<file path="config.mk">
export PLATFORM = sky130hd
export DESIGN_NAME = pep_host
export DESIGN_NICKNAME = d
export VERILOG_FILES = /design/src/common/pep_pkg.sv /design/src/pep_sync.sv /design/src/pep_host.sv
export SDC_FILE = /design/constraint.sdc
export NUM_CORES = 1
export LEC_CHECK = 0
export ABC_AREA = 1
export BUFFER_PORTS_ARGS = -buffer_cell sky130_fd_sc_hd__buf_4
export CAP_MARGIN = 20
export CORE_MARGIN = 1.5
export CORE_UTILIZATION = 60
export CTS_CLUSTER_DIAMETER = 200
export CTS_CLUSTER_SIZE = 8
export DETAILED_ROUTE_END_ITERATION = 8
export PLACE_DENSITY_LB_ADDON = 0.1
export SLEW_MARGIN = 10
export SYNTH_ARGS = -nofsm -noshare
export SYNTH_HDL_FRONTEND = slang
export SYNTH_SLANG_ARGS = --single-unit
</file>
<file path="constraint.sdc">
create_clock -name mclk -period 4.6 [get_ports mclk]
set_clock_uncertainty 0.2 [all_clocks]
set_input_delay 0.92 -clock mclk [delete_from_list [all_inputs] [get_ports mclk]]
set_output_delay 0.92 -clock mclk [all_outputs]
set_load 0.005 [all_outputs]
</file>
<file path="src/common/pep_pkg.sv">
// pep_pkg: constants and carrier types for the parallel eeprom page-write host.
// assumes a 20 MHz mclk and an external byte-wide eeprom with 9 address lines.
package pep_pkg;
  // ****************************************************************
  // widths and timing
  // ****************************************************************
  localparam int unsigned ADDR_W = 9;
  localparam int unsigned DATA_W = 8;
  localparam int unsigned PAGE_LO_W = 4;
  localparam int unsigned PAGE_MAX = 16;
  localparam int unsigned CLK_PERIOD_NS = 50;
  // strobe pulse width, made well above the noise filter and min pulse
  localparam int unsigned STROBE_NS = 150;
  localparam int unsigned STROBE_CYC = (STROBE_NS + CLK_PERIOD_NS - 1) / CLK_PERIOD_NS;
  // data settle time before sampling a read
  localparam int unsigned READ_NS = 300;
  localparam int unsigned READ_CYC = (READ_NS + CLK_PERIOD_NS - 1) / CLK_PERIOD_NS;
  // gap between byte loads, longest time, rounded down
  localparam int unsigned LOAD_WIN_NS = 20000;
  localparam int unsigned LOAD_GAP_NS = 15000;
  localparam int unsigned LOAD_GAP_CYC = LOAD_GAP_NS / CLK_PERIOD_NS;
  // wait after the gap closes, so polling starts only once the window has lapsed
  localparam int unsigned LOAD_WIN_CYC = LOAD_WIN_NS / CLK_PERIOD_NS;
  // power-up to first write, least time, rounded up
  localparam int unsigned PUW_MS = 5;
  localparam int unsigned PUW_CYC_DEF = (PUW_MS * 1000000 + CLK_PERIOD_NS - 1) / CLK_PERIOD_NS;
  // programming time limit before polling gives up
  localparam int unsigned PROG_MAX_MS = 10;
  localparam int unsigned PROG_MAX_CYC_DEF = (PROG_MAX_MS * 1000000) / CLK_PERIOD_NS;
  localparam int unsigned CNT_W = 24;
  localparam logic [CNT_W-1:0] CNT_RST = 24'h000000;

  // ****************************************************************
  // carriers
  // ****************************************************************
  typedef struct packed {
    logic cs_n;
    logic oe_n;
    logic we_n;
  } pep_ctl_t;

  localparam pep_ctl_t CTL_IDLE = 3'h7;

  typedef struct packed {
    logic write;
    logic last;
    logic [ADDR_W-1:0] addr;
    logic [DATA_W-1:0] data;
  } pep_req_t;

  typedef struct packed {
    logic done;
    logic timeout;
    logic [DATA_W-1:0] data;
  } pep_rsp_t;

  typedef enum logic [2:0] {
    ST_PWRUP = 3'h0,
    ST_IDLE = 3'h1,
    ST_WSTRB = 3'h2,
    ST_WGAP = 3'h3,
    ST_READ = 3'h4,
    ST_POLL = 3'h5,
    ST_PGAP = 3'h6
  } pep_state_t;
endpackage : pep_pkg

</file>
<file path="src/pep_sync.sv">
// pep_sync: two-flop synchroniser for a bus of pin inputs.
// assumes the inputs are asynchronous to mclk.
`timescale 1ns/10ps
module pep_sync
  import pep_pkg::*;
#(
  parameter int unsigned W = 8
) (
  input wire logic mclk,
  input wire logic rst_n,
  input wire logic [W-1:0] din,
  output logic [W-1:0] dout
);
  logic [W-1:0] meta_q;

  always_ff @(posedge mclk or negedge rst_n) begin
    if (!rst_n) begin
      meta_q <= '0;
      dout <= '0;
    end else begin
      meta_q <= din;
      dout <= meta_q;
    end
  end
endmodule : pep_sync

</file>
<file path="src/pep_host.sv">
// pep_host: host controller that drives a parallel eeprom's pins.
// assumes one device on the pins, request port on mclk, data pins
// resolved by the bench from data_oe_n.
`timescale 1ns/10ps
module pep_host
  import pep_pkg::*;
#(
  parameter int unsigned PUW_CYC = PUW_CYC_DEF,
  parameter int unsigned PROG_MAX_CYC = PROG_MAX_CYC_DEF
) (
  input wire logic mclk,
  input wire logic rst_n,
  input wire logic req_valid,
  input wire pep_req_t req,
  output logic req_ready,
  output pep_rsp_t rsp,
  output logic [ADDR_W-1:0] addr_in,
  output pep_ctl_t ctl,
  output logic [DATA_W-1:0] data_out,
  output logic data_oe_n,
  input wire logic [DATA_W-1:0] data_lines
);
  // ****************************************************************
  // state
  // ****************************************************************
  pep_state_t state_q, state_d;
  logic [CNT_W-1:0] cnt_q, cnt_d;
  logic [CNT_W-1:0] prog_q, prog_d;
  logic [4:0] nbytes_q, nbytes_d;
  logic last_q, last_d;
  logic [ADDR_W-PAGE_LO_W-1:0] page_q, page_d;
  logic [DATA_W-1:0] data_sync;
  logic [ADDR_W-1:0] addr_d;
  pep_ctl_t ctl_d;
  logic [DATA_W-1:0] dout_d;
  logic oe_n_d, rdy_d;
  pep_rsp_t rsp_d;

  pep_sync #(.W(DATA_W)) u_sync (
    .mclk(mclk),
    .rst_n(rst_n),
    .din(data_lines),
    .dout(data_sync)
  );

  // ****************************************************************
  // decode
  // ****************************************************************
  wire cnt_done = (cnt_q == CNT_RST);
  wire [CNT_W-1:0] cnt_dec = cnt_q - 24'h000001;
  wire [CNT_W-1:0] strobe_ld = CNT_W'(STROBE_CYC);
  wire [CNT_W-1:0] read_ld = CNT_W'(READ_CYC);
  wire [CNT_W-1:0] gap_ld = CNT_W'(LOAD_GAP_CYC);
  wire [CNT_W-1:0] pgap_ld = CNT_W'(READ_CYC);
  wire [CNT_W-1:0] win_ld = CNT_W'(LOAD_WIN_CYC);
  // ready is registered, so it must not promise a take on the closing cycle
  wire gap_open = (cnt_q > 24'h000001);
  wire [ADDR_W-PAGE_LO_W-1:0] req_page = req.addr[ADDR_W-1:PAGE_LO_W];
  wire same_page = (req_page == page_q);
  wire page_full = (nbytes_q == 5'(PAGE_MAX));
  wire next_ok = req_valid && req.write && same_page && !page_full;
  wire poll_match = (data_sync[DATA_W-1] == data_out[DATA_W-1]);
  wire prog_over = (prog_q == CNT_RST);

  // ****************************************************************
  // next state
  // ****************************************************************
  always_comb begin
    state_d = state_q;
    cnt_d = cnt_done ? cnt_q : cnt_dec;
    prog_d = prog_over ? prog_q : prog_q - 24'h000001;
    nbytes_d = nbytes_q;
    last_d = last_q;
    page_d = page_q;
    addr_d = addr_in;
    ctl_d = CTL_IDLE;
    dout_d = data_out;
    oe_n_d = 1'b1;
    rdy_d = 1'b0;
    rsp_d = '0;
    unique case (state_q)
      ST_PWRUP: begin
        if (cnt_done) begin
          state_d = ST_IDLE;
          rdy_d = 1'b1;
        end
      end
      ST_IDLE: begin
        rdy_d = 1'b1;
        if (req_valid) begin
          rdy_d = 1'b0;
          addr_d = req.addr;
          if (req.write) begin
            dout_d = req.data;
            oe_n_d = 1'b0;
            ctl_d = '{cs_n: 1'b0, oe_n: 1'b1, we_n: 1'b0};
            page_d = req_page;
            last_d = req.last;
            nbytes_d = 5'h01;
            cnt_d = strobe_ld;
            state_d = ST_WSTRB;
          end else begin
            ctl_d = '{cs_n: 1'b0, oe_n: 1'b0, we_n: 1'b1};
            cnt_d = read_ld;
            state_d = ST_READ;
          end
        end
      end
      ST_WSTRB: begin
        oe_n_d = 1'b0;
        ctl_d = '{cs_n: 1'b0, oe_n: 1'b1, we_n: 1'b0};
        if (cnt_done) begin
          ctl_d = CTL_IDLE;
          cnt_d = gap_ld;
          state_d = ST_WGAP;
          rdy_d = next_ok && !last_q;
        end
      end
      ST_WGAP: begin
        oe_n_d = 1'b0;
        rdy_d = next_ok && !last_q && gap_open;
        if (req_valid && req_ready) begin
          rdy_d = 1'b0;
          addr_d = req.addr;
          dout_d = req.data;
          last_d = req.last;
          ctl_d = '{cs_n: 1'b0, oe_n: 1'b1, we_n: 1'b0};
          nbytes_d = nbytes_q + 5'h01;
          cnt_d = strobe_ld;
          state_d = ST_WSTRB;
        end else if (cnt_done || page_full || last_q) begin
          rdy_d = 1'b0;
          oe_n_d = 1'b1;
          prog_d = CNT_W'(PROG_MAX_CYC);
          // polling inside the window would see stale true data
          cnt_d = win_ld;
          state_d = ST_PGAP;
        end
      end
      ST_READ: begin
        ctl_d = '{cs_n: 1'b0, oe_n: 1'b0, we_n: 1'b1};
        if (cnt_done) begin
          ctl_d = CTL_IDLE;
          rsp_d = '{done: 1'b1, timeout: 1'b0, data: data_sync};
          rdy_d = 1'b1;
          state_d = ST_IDLE;
        end
      end
      ST_PGAP: begin
        if (cnt_done) begin
          ctl_d = '{cs_n: 1'b0, oe_n: 1'b0, we_n: 1'b1};
          cnt_d = read_ld;
          state_d = ST_POLL;
        end
      end
      ST_POLL: begin
        ctl_d = '{cs_n: 1'b0, oe_n: 1'b0, we_n: 1'b1};
        if (cnt_done) begin
          ctl_d = CTL_IDLE;
          if (poll_match || prog_over) begin
            rsp_d = '{done: 1'b1, timeout: !poll_match, data: data_sync};
            rdy_d = 1'b1;
            state_d = ST_IDLE;
          end else begin
            cnt_d = pgap_ld;
            state_d = ST_PGAP;
          end
        end
      end
      default: begin
        state_d = ST_IDLE;
      end
    endcase
  end

  // ****************************************************************
  // registers
  // ****************************************************************
  always_ff @(posedge mclk or negedge rst_n) begin
    if (!rst_n) begin
      state_q <= ST_PWRUP;
      cnt_q <= CNT_W'(PUW_CYC);
      prog_q <= CNT_RST;
      nbytes_q <= 5'h00;
      last_q <= 1'b0;
      page_q <= '0;
      addr_in <= '0;
      ctl <= CTL_IDLE;
      data_out <= '0;
      data_oe_n <= 1'b1;
      req_ready <= 1'b0;
      rsp <= '0;
    end else begin
      state_q <= state_d;
      cnt_q <= cnt_d;
      prog_q <= prog_d;
      nbytes_q <= nbytes_d;
      last_q <= last_d;
      page_q <= page_d;
      addr_in <= addr_d;
      ctl <= ctl_d;
      data_out <= dout_d;
      data_oe_n <= oe_n_d;
      req_ready <= rdy_d;
      rsp <= rsp_d;
    end
  end
endmodule : pep_host

</file>
==> Word level (Yosys, flattened, before mapping) <==
Index checks and enable logic that the tools add are counted.
{ "word_totals": {"regBits": 110, "elab_cells": 124, "in_bits": 30, "output_inout_bits": 32} }
{ "op_classes": {"muxes": 63, "magnitude_cmp": 1, "addsub": 3, "n_reduce_logical": 22, "n_eq_ne": 17} }
{ "op_table": {"columns": ["op", "n"], "rows": [
  ["2-to-1 mux 24 bit", 12],
  ["one-hot mux 24 bit (5 select lines)", 1],
  ["logical NOT 24 bit", 2],
  ["subtractor 24 x 1 -> 24 bit, second input constant", 2],
  ["2-to-1 mux 3 bit", 15],
  ["2-to-1 mux 10 bit", 3],
  ["> comparator 24 x 1 -> 1 bit, second input constant", 1],
  ["2-to-1 mux 8 bit", 3],
  ["one-hot mux 10 bit (2 select lines)", 1],
  ["2-to-1 mux 9 bit", 2],
  ["one-hot mux 3 bit (6 select lines)", 1],
  ["one-hot mux 9 bit (2 select lines)", 1],
  ["one-hot mux 8 bit (2 select lines)", 1],
  ["2-to-1 mux 5 bit", 3],
  ["one-hot mux 3 bit (5 select lines)", 1],
  ["2-to-1 mux 1 bit", 14],
  ["inequality test 2 bit, second input constant", 6],
  ["one-hot mux 5 bit (2 select lines)", 1],
  ["== test 3 bit, second input constant", 3],
  ["== test 3 x 2 -> 1 bit, second input constant", 2],
  ["logical AND 1 bit", 6],
  ["AND reduction 3 bit", 2],
  ["AND reduction 6 bit", 1],
  ["adder 5 x 1 -> 5 bit, second input constant", 1],
  ["16 further kinds", 21]
]} }

==> Longest topological paths before layout <==
{ "logic_depth": {"ltp_word": 8, "depth_mapped": 13, "ltp_nobuf": 12} }

==> Modules after synthesis <==
From an unflattened synthesis, not the netlist that was laid out.
{ "hier_totals": {"cells_unflattened": 682, "area_unflattened_um2": 5619.1} }
{ "modules_own_cells": {"columns": ["module", "seq_area_each_um2", "instances", "cells_per_inst", "area_each_um2"], "rows": [
  ["pep_host", 2364.8, 1, 666, 5218.8],
  ["pep_sync", 400.4, 1, 16, 400.4]
]} }

==> Least setup slack after synthesis <==
No wires, ideal clock.
{ "synth_path": {"path_type": "input port to flip-flop", "start": "input req_valid", "end": "register addr_in[2]", "setup_time_ps": 125, "required_time_ps": 4275, "path_slack_ps": 2384, "path_stages": 6, "n_path_buf": 1, "t_arrival_ps": 1891, "path_cell_list": "nand2_1 inv_1 nand2_1 o21ai_0 buf_4 mux2_2"} }
{ "synth_between": {"elab_chain_cells": 3, "word_cells_on_any_way": 4, "cone_classes": "eq/ne: 2; reduce/logical: 2"} }
{ "synth_lines": {"columns": ["element", "line", "source"], "rows": [
  ["from (decl)", "pep_host.sv:13", "input wire logic req_valid,"],
  ["logical AND 1 bit", "pep_host.sv:122", "if (req_valid && req_ready) begin"],
  ["inequality test 2 bit (no line)", null, null],
  ["AND reduction 3 bit (no line) *", null, null],
  ["to (signal assigned)", "pep_host.sv:200", "addr_in <= addr_d;"],
  ["to (decl)", "pep_host.sv:17", "output logic [ADDR_W-1:0] addr_in,"]
]} }
Every way passes the cells marked *; elsewhere a longest branch is shown, timed or not.
A chain may end at the register's enable or synchronous reset.

==> Final worst setup path <==
{ "layout_path": {"start": "register prog_q[0]", "end": "register cnt_q[18]"} }
{ "layout_between": {"elab_chain_cells": 5} }
{ "layout_lines": {"columns": ["element", "line", "source"], "rows": [
  ["from (decl)", "pep_host.sv:28", "logic [CNT_W-1:0] prog_q, prog_d;"],
  ["from (signal assigned)", "pep_host.sv:196", "prog_q <= prog_d;"],
  ["logical NOT 24 bit", "pep_host.sv:63", "wire prog_over = (prog_q == CNT_RST);"],
  ["logical OR 1 bit", "pep_host.sv:160", "if (poll_match || prog_over) begin"],
  ["2-to-1 mux 24 bit", "pep_host.sv:160", null],
  ["2-to-1 mux 24 bit", "pep_host.sv:158", "if (cnt_done) begin"],
  ["one-hot mux 24 bit (5 select lines)", "pep_host.sv:81", "unique case (state_q)"],
  ["via cnt_d[18]", "pep_host.sv:27", "logic [CNT_W-1:0] cnt_q, cnt_d;"],
  ["to (signal assigned)", "pep_host.sv:182", "cnt_q <= CNT_W'(PUW_CYC);"],
  ["to (signal assigned)", "pep_host.sv:195", "cnt_q <= cnt_d;"],
  ["to (decl)", "pep_host.sv:27", null]
]} }
The timed path passes the listed nets, and every way through them passes these cells.

==> results.md <==
- Worst-path maximum fanout: 16
- Most frequent CP cell: nand2_1
- Die width: 100 um
- Ranking of synthesized cells by area: dfrtp_1 (44%), nand2_1 (9.1%), nor2_1 (7.2%), dfstp_2 (4.6%), inv_1 (4.5%)
- Setup-failing EPs final: 0
- Cells after Synth: 690
- First-pass GRT wire length: 21200 um
- Synth warn: 0
- Worst path slowest cell: nor3_4
- Final Hold Viols: 0
- Most numerous cell in the Yosys netlist: nand2_1
- H-tree levels: 3
- Post-CTS Resized: 0
- Max_cap viols: 0
- Total track usage: 0.267
- #FFs+latches synth: 110
- Largest net degree at the start of global routing: 72
- Pwr dens: 253 nW/um^2
- RSZ-0062 raised after global routing: no
- Overall Power: 1.64 mW
- Core Util, Final: 0.700
- Placed instance area: 6270 sq um
- VDD IR max: 0.000185 V
- Period minus WS final: 2.71 ns
- Status: finished, final reports clean
- Yosys top cell area share: 0.439
- Post-synthesis sequential area ratio: 0.485
- Leak: 3.04 nW
- CTS sink cnt: 110
- Cells along the critical path: inv_1 -> ha_1 -> nand2_1 -> nor2_2 -> nand3_2 -> nand2_1 -> nand2_1 -> nand3_4 -> nor3_4 -> nor2_1
- WL/cell: roughly 14 um
- First-pass detailed-route iteration total: 7
- Detailed Place HPWL: 9410 um
- Clock slew at the register clock pins of the worst setup and hold paths: 0.11 ns
- Fmax: 369 MHz
- Root Driver: clkbuf_8
- Clock buffer depth: 2
- Post-synth top flop: dfrtp_1
- Mapped Nets: 727
- Mapped Avg Cell Area: approximately 8.3 sq um
- Initial core utilization: 0.617
- DR vias/cell: 5.38
- Design area: 6470 sq um
- GRT Residual Overflow: 0
- Setup crit end kind: flop
- Number of DRC markers in iteration 0: 313
- Area Growth Syn to Fin: 13.5%
- Diodes inserted: 0
- Worst Setup Start Kind: flop
- Final net count: approximately 790
- Crit path DAT: 2.76 ns
- Mapped cell area: 5700 sq um
- Via count: 4779
- Setup Crit Path Kind: flop to flop
- Detail Route Antenna Nets: 0
- Tcrit/Tclk final: 0.590
- Worst Path Required: 4.65 ns
- Synth area leader: dfrtp_1
- Std-Cell Rows: 35
- Setup TNS: 0 ns
- Gpl congestion: between 0.9 and 1
- Max-Slew Margin vs Limit: 0.410
- CP max stage delay: roughly 0.64 ns
- Die H: 100 um
- Die area: around 10000 sq um
- EDFF count, synth: 0
- Later-pin clock latency in the skew report: ~0.39 ns
- Hold Crit Class: flop to flop
- Library cells used by synthesis: 39
- Ys async rst share: 1.00
- Residual DRC: 0
- Number of CTS-inserted buffers: 9
- I/O pins: 62
- Top cells by count, synth: nand2_1 (138), nor2_1 (109), dfrtp_1 (100)
- Hold Buf Count CTS: 0
- CTS tree: yes
- Port Buf Inserts: 61
- Post-Route WL: around 12000 um
- Core footprint: 9240 sq um
- Initial antenna violation count: 0
- Vias in the first global route: 4553
- Worst slew pin tran: 0.885 ns
- Post-CTS Setup Repair Bufs: 0
- Final Max Tran Viols: 0
- Share of cells above drive strength 1: 0.203
-- layer usage --
metal | vias to the layer above | track usage | share of wire
met1 | 2237 | 0.367 | 0.45
li1 | 2346 | - | -
met3 | 30 | 0.0583 | 0.059
met5 | - | 0 | 0
met4 | 0 | 0.0845 | 0.021
met2 | 166 | 0.424 | 0.47
-- final timing paths --
path | start | endpoint | slack (ns) | cells after the start
max | prog_q[0] | cnt_q[18] | 1.89 | 10
max in group asynchronous | rst_n | cnt_q[9] | 2.93 | 2
min in group asynchronous | rst_n | u_sync.meta_q[0] | 0.43 | 1
min | u_sync.meta_q[6] | u_sync.dout[6] | 0.16 | 0
max reg2reg | prog_q[0] | cnt_q[18] | 1.89 | 10
min reg2reg | u_sync.meta_q[6] | u_sync.dout[6] | 0.16 | 0
-- worst max-delay path: cells and delay by family, from the launching register on --
| kind | cells | cell delay [ns] |
|---|---|---|
| simple gates | 8 | 1.60 |
| fa+ha+maj | 1 | 0.26 |
| flops | 1 | 0.41 |
| buf+inv | 1 | 0.09 |
-- cell families (layout without fill, tap and decap cells) --
logic type / Yosys count / in the layout / share of synthesized area
and+or+nand+nor: 395 / 395 / 0.329
muxes: 5 / 5 / 0.00987
adders and majority gates: 7 / 7 / 0.0154
buffers and inverters: 90 / 160 / 0.0660
xor gates and xnor gates: 23 / 23 / 0.0353
AOI/OAI and AO/OA: 60 / 60 / 0.0592
DFF: 110 / 110 / 0.485
-- sequential cells by signal, indices dropped and copies added, names as in the netlist --
name and cells:
addr_in 9, ctl 3, state_q 3, nbytes_q 5, prog_q 24, u_sync.meta_q 8, cnt_q 24, rsp 10
u_sync.dout 8, req_ready 1, last_q 1, data_oe_n 1, data_out 8, page_q 5
-- final cells by class --
cell class                      instances  area [sq um]
Inverter                               80           300
Timing Repair Buffer                   64           480
Clock inverter                          7          80.1
Sequential cell                       110          2770
Tap cell                              129           161
Clock buffer                            9           124
Multi-Input combinational cell        490          2560
Fill cell                             773          2770
-- cell usage in the layout (no fill, tap or decap), drive strengths merged, types with 6 or more instances in the layout --
master,count
nand3,52
nand3b,9
o21ai,25
dfstp,10
buf,64
xnor2,6
inv,84
xor2,17
nor2,133
nand4,21
or2,6
nor3,23
a21oi,25
clkbuf,9
ha,7
nand2,144
dfrtp,100
-- power by group --
part / leakage [nW] / internal (mW) / switching [mW]
clock network: 0.100 / 0.220 / 0.370
registers: 1.28 / 0.981 / 0.00617
logic: 1.67 / 0.0291 / 0.0333
total: 3.04 / 1.23 / 0.409
-- per-stage QoR --
stage | setup slack (ns) | hold slack [ns] | cells
detailed placement | 1.86 | 0.137 | 873
global route | 1.70 | 0.172 | 889
floorplan | 2.38 | 0.131 | 690
CTS | 1.85 | 0.167 | 889
finish | 1.89 | 0.163 | 889
global placement | 1.94 | 0.134 | 873
Note: power is estimated with default switching activity, not from simulation.
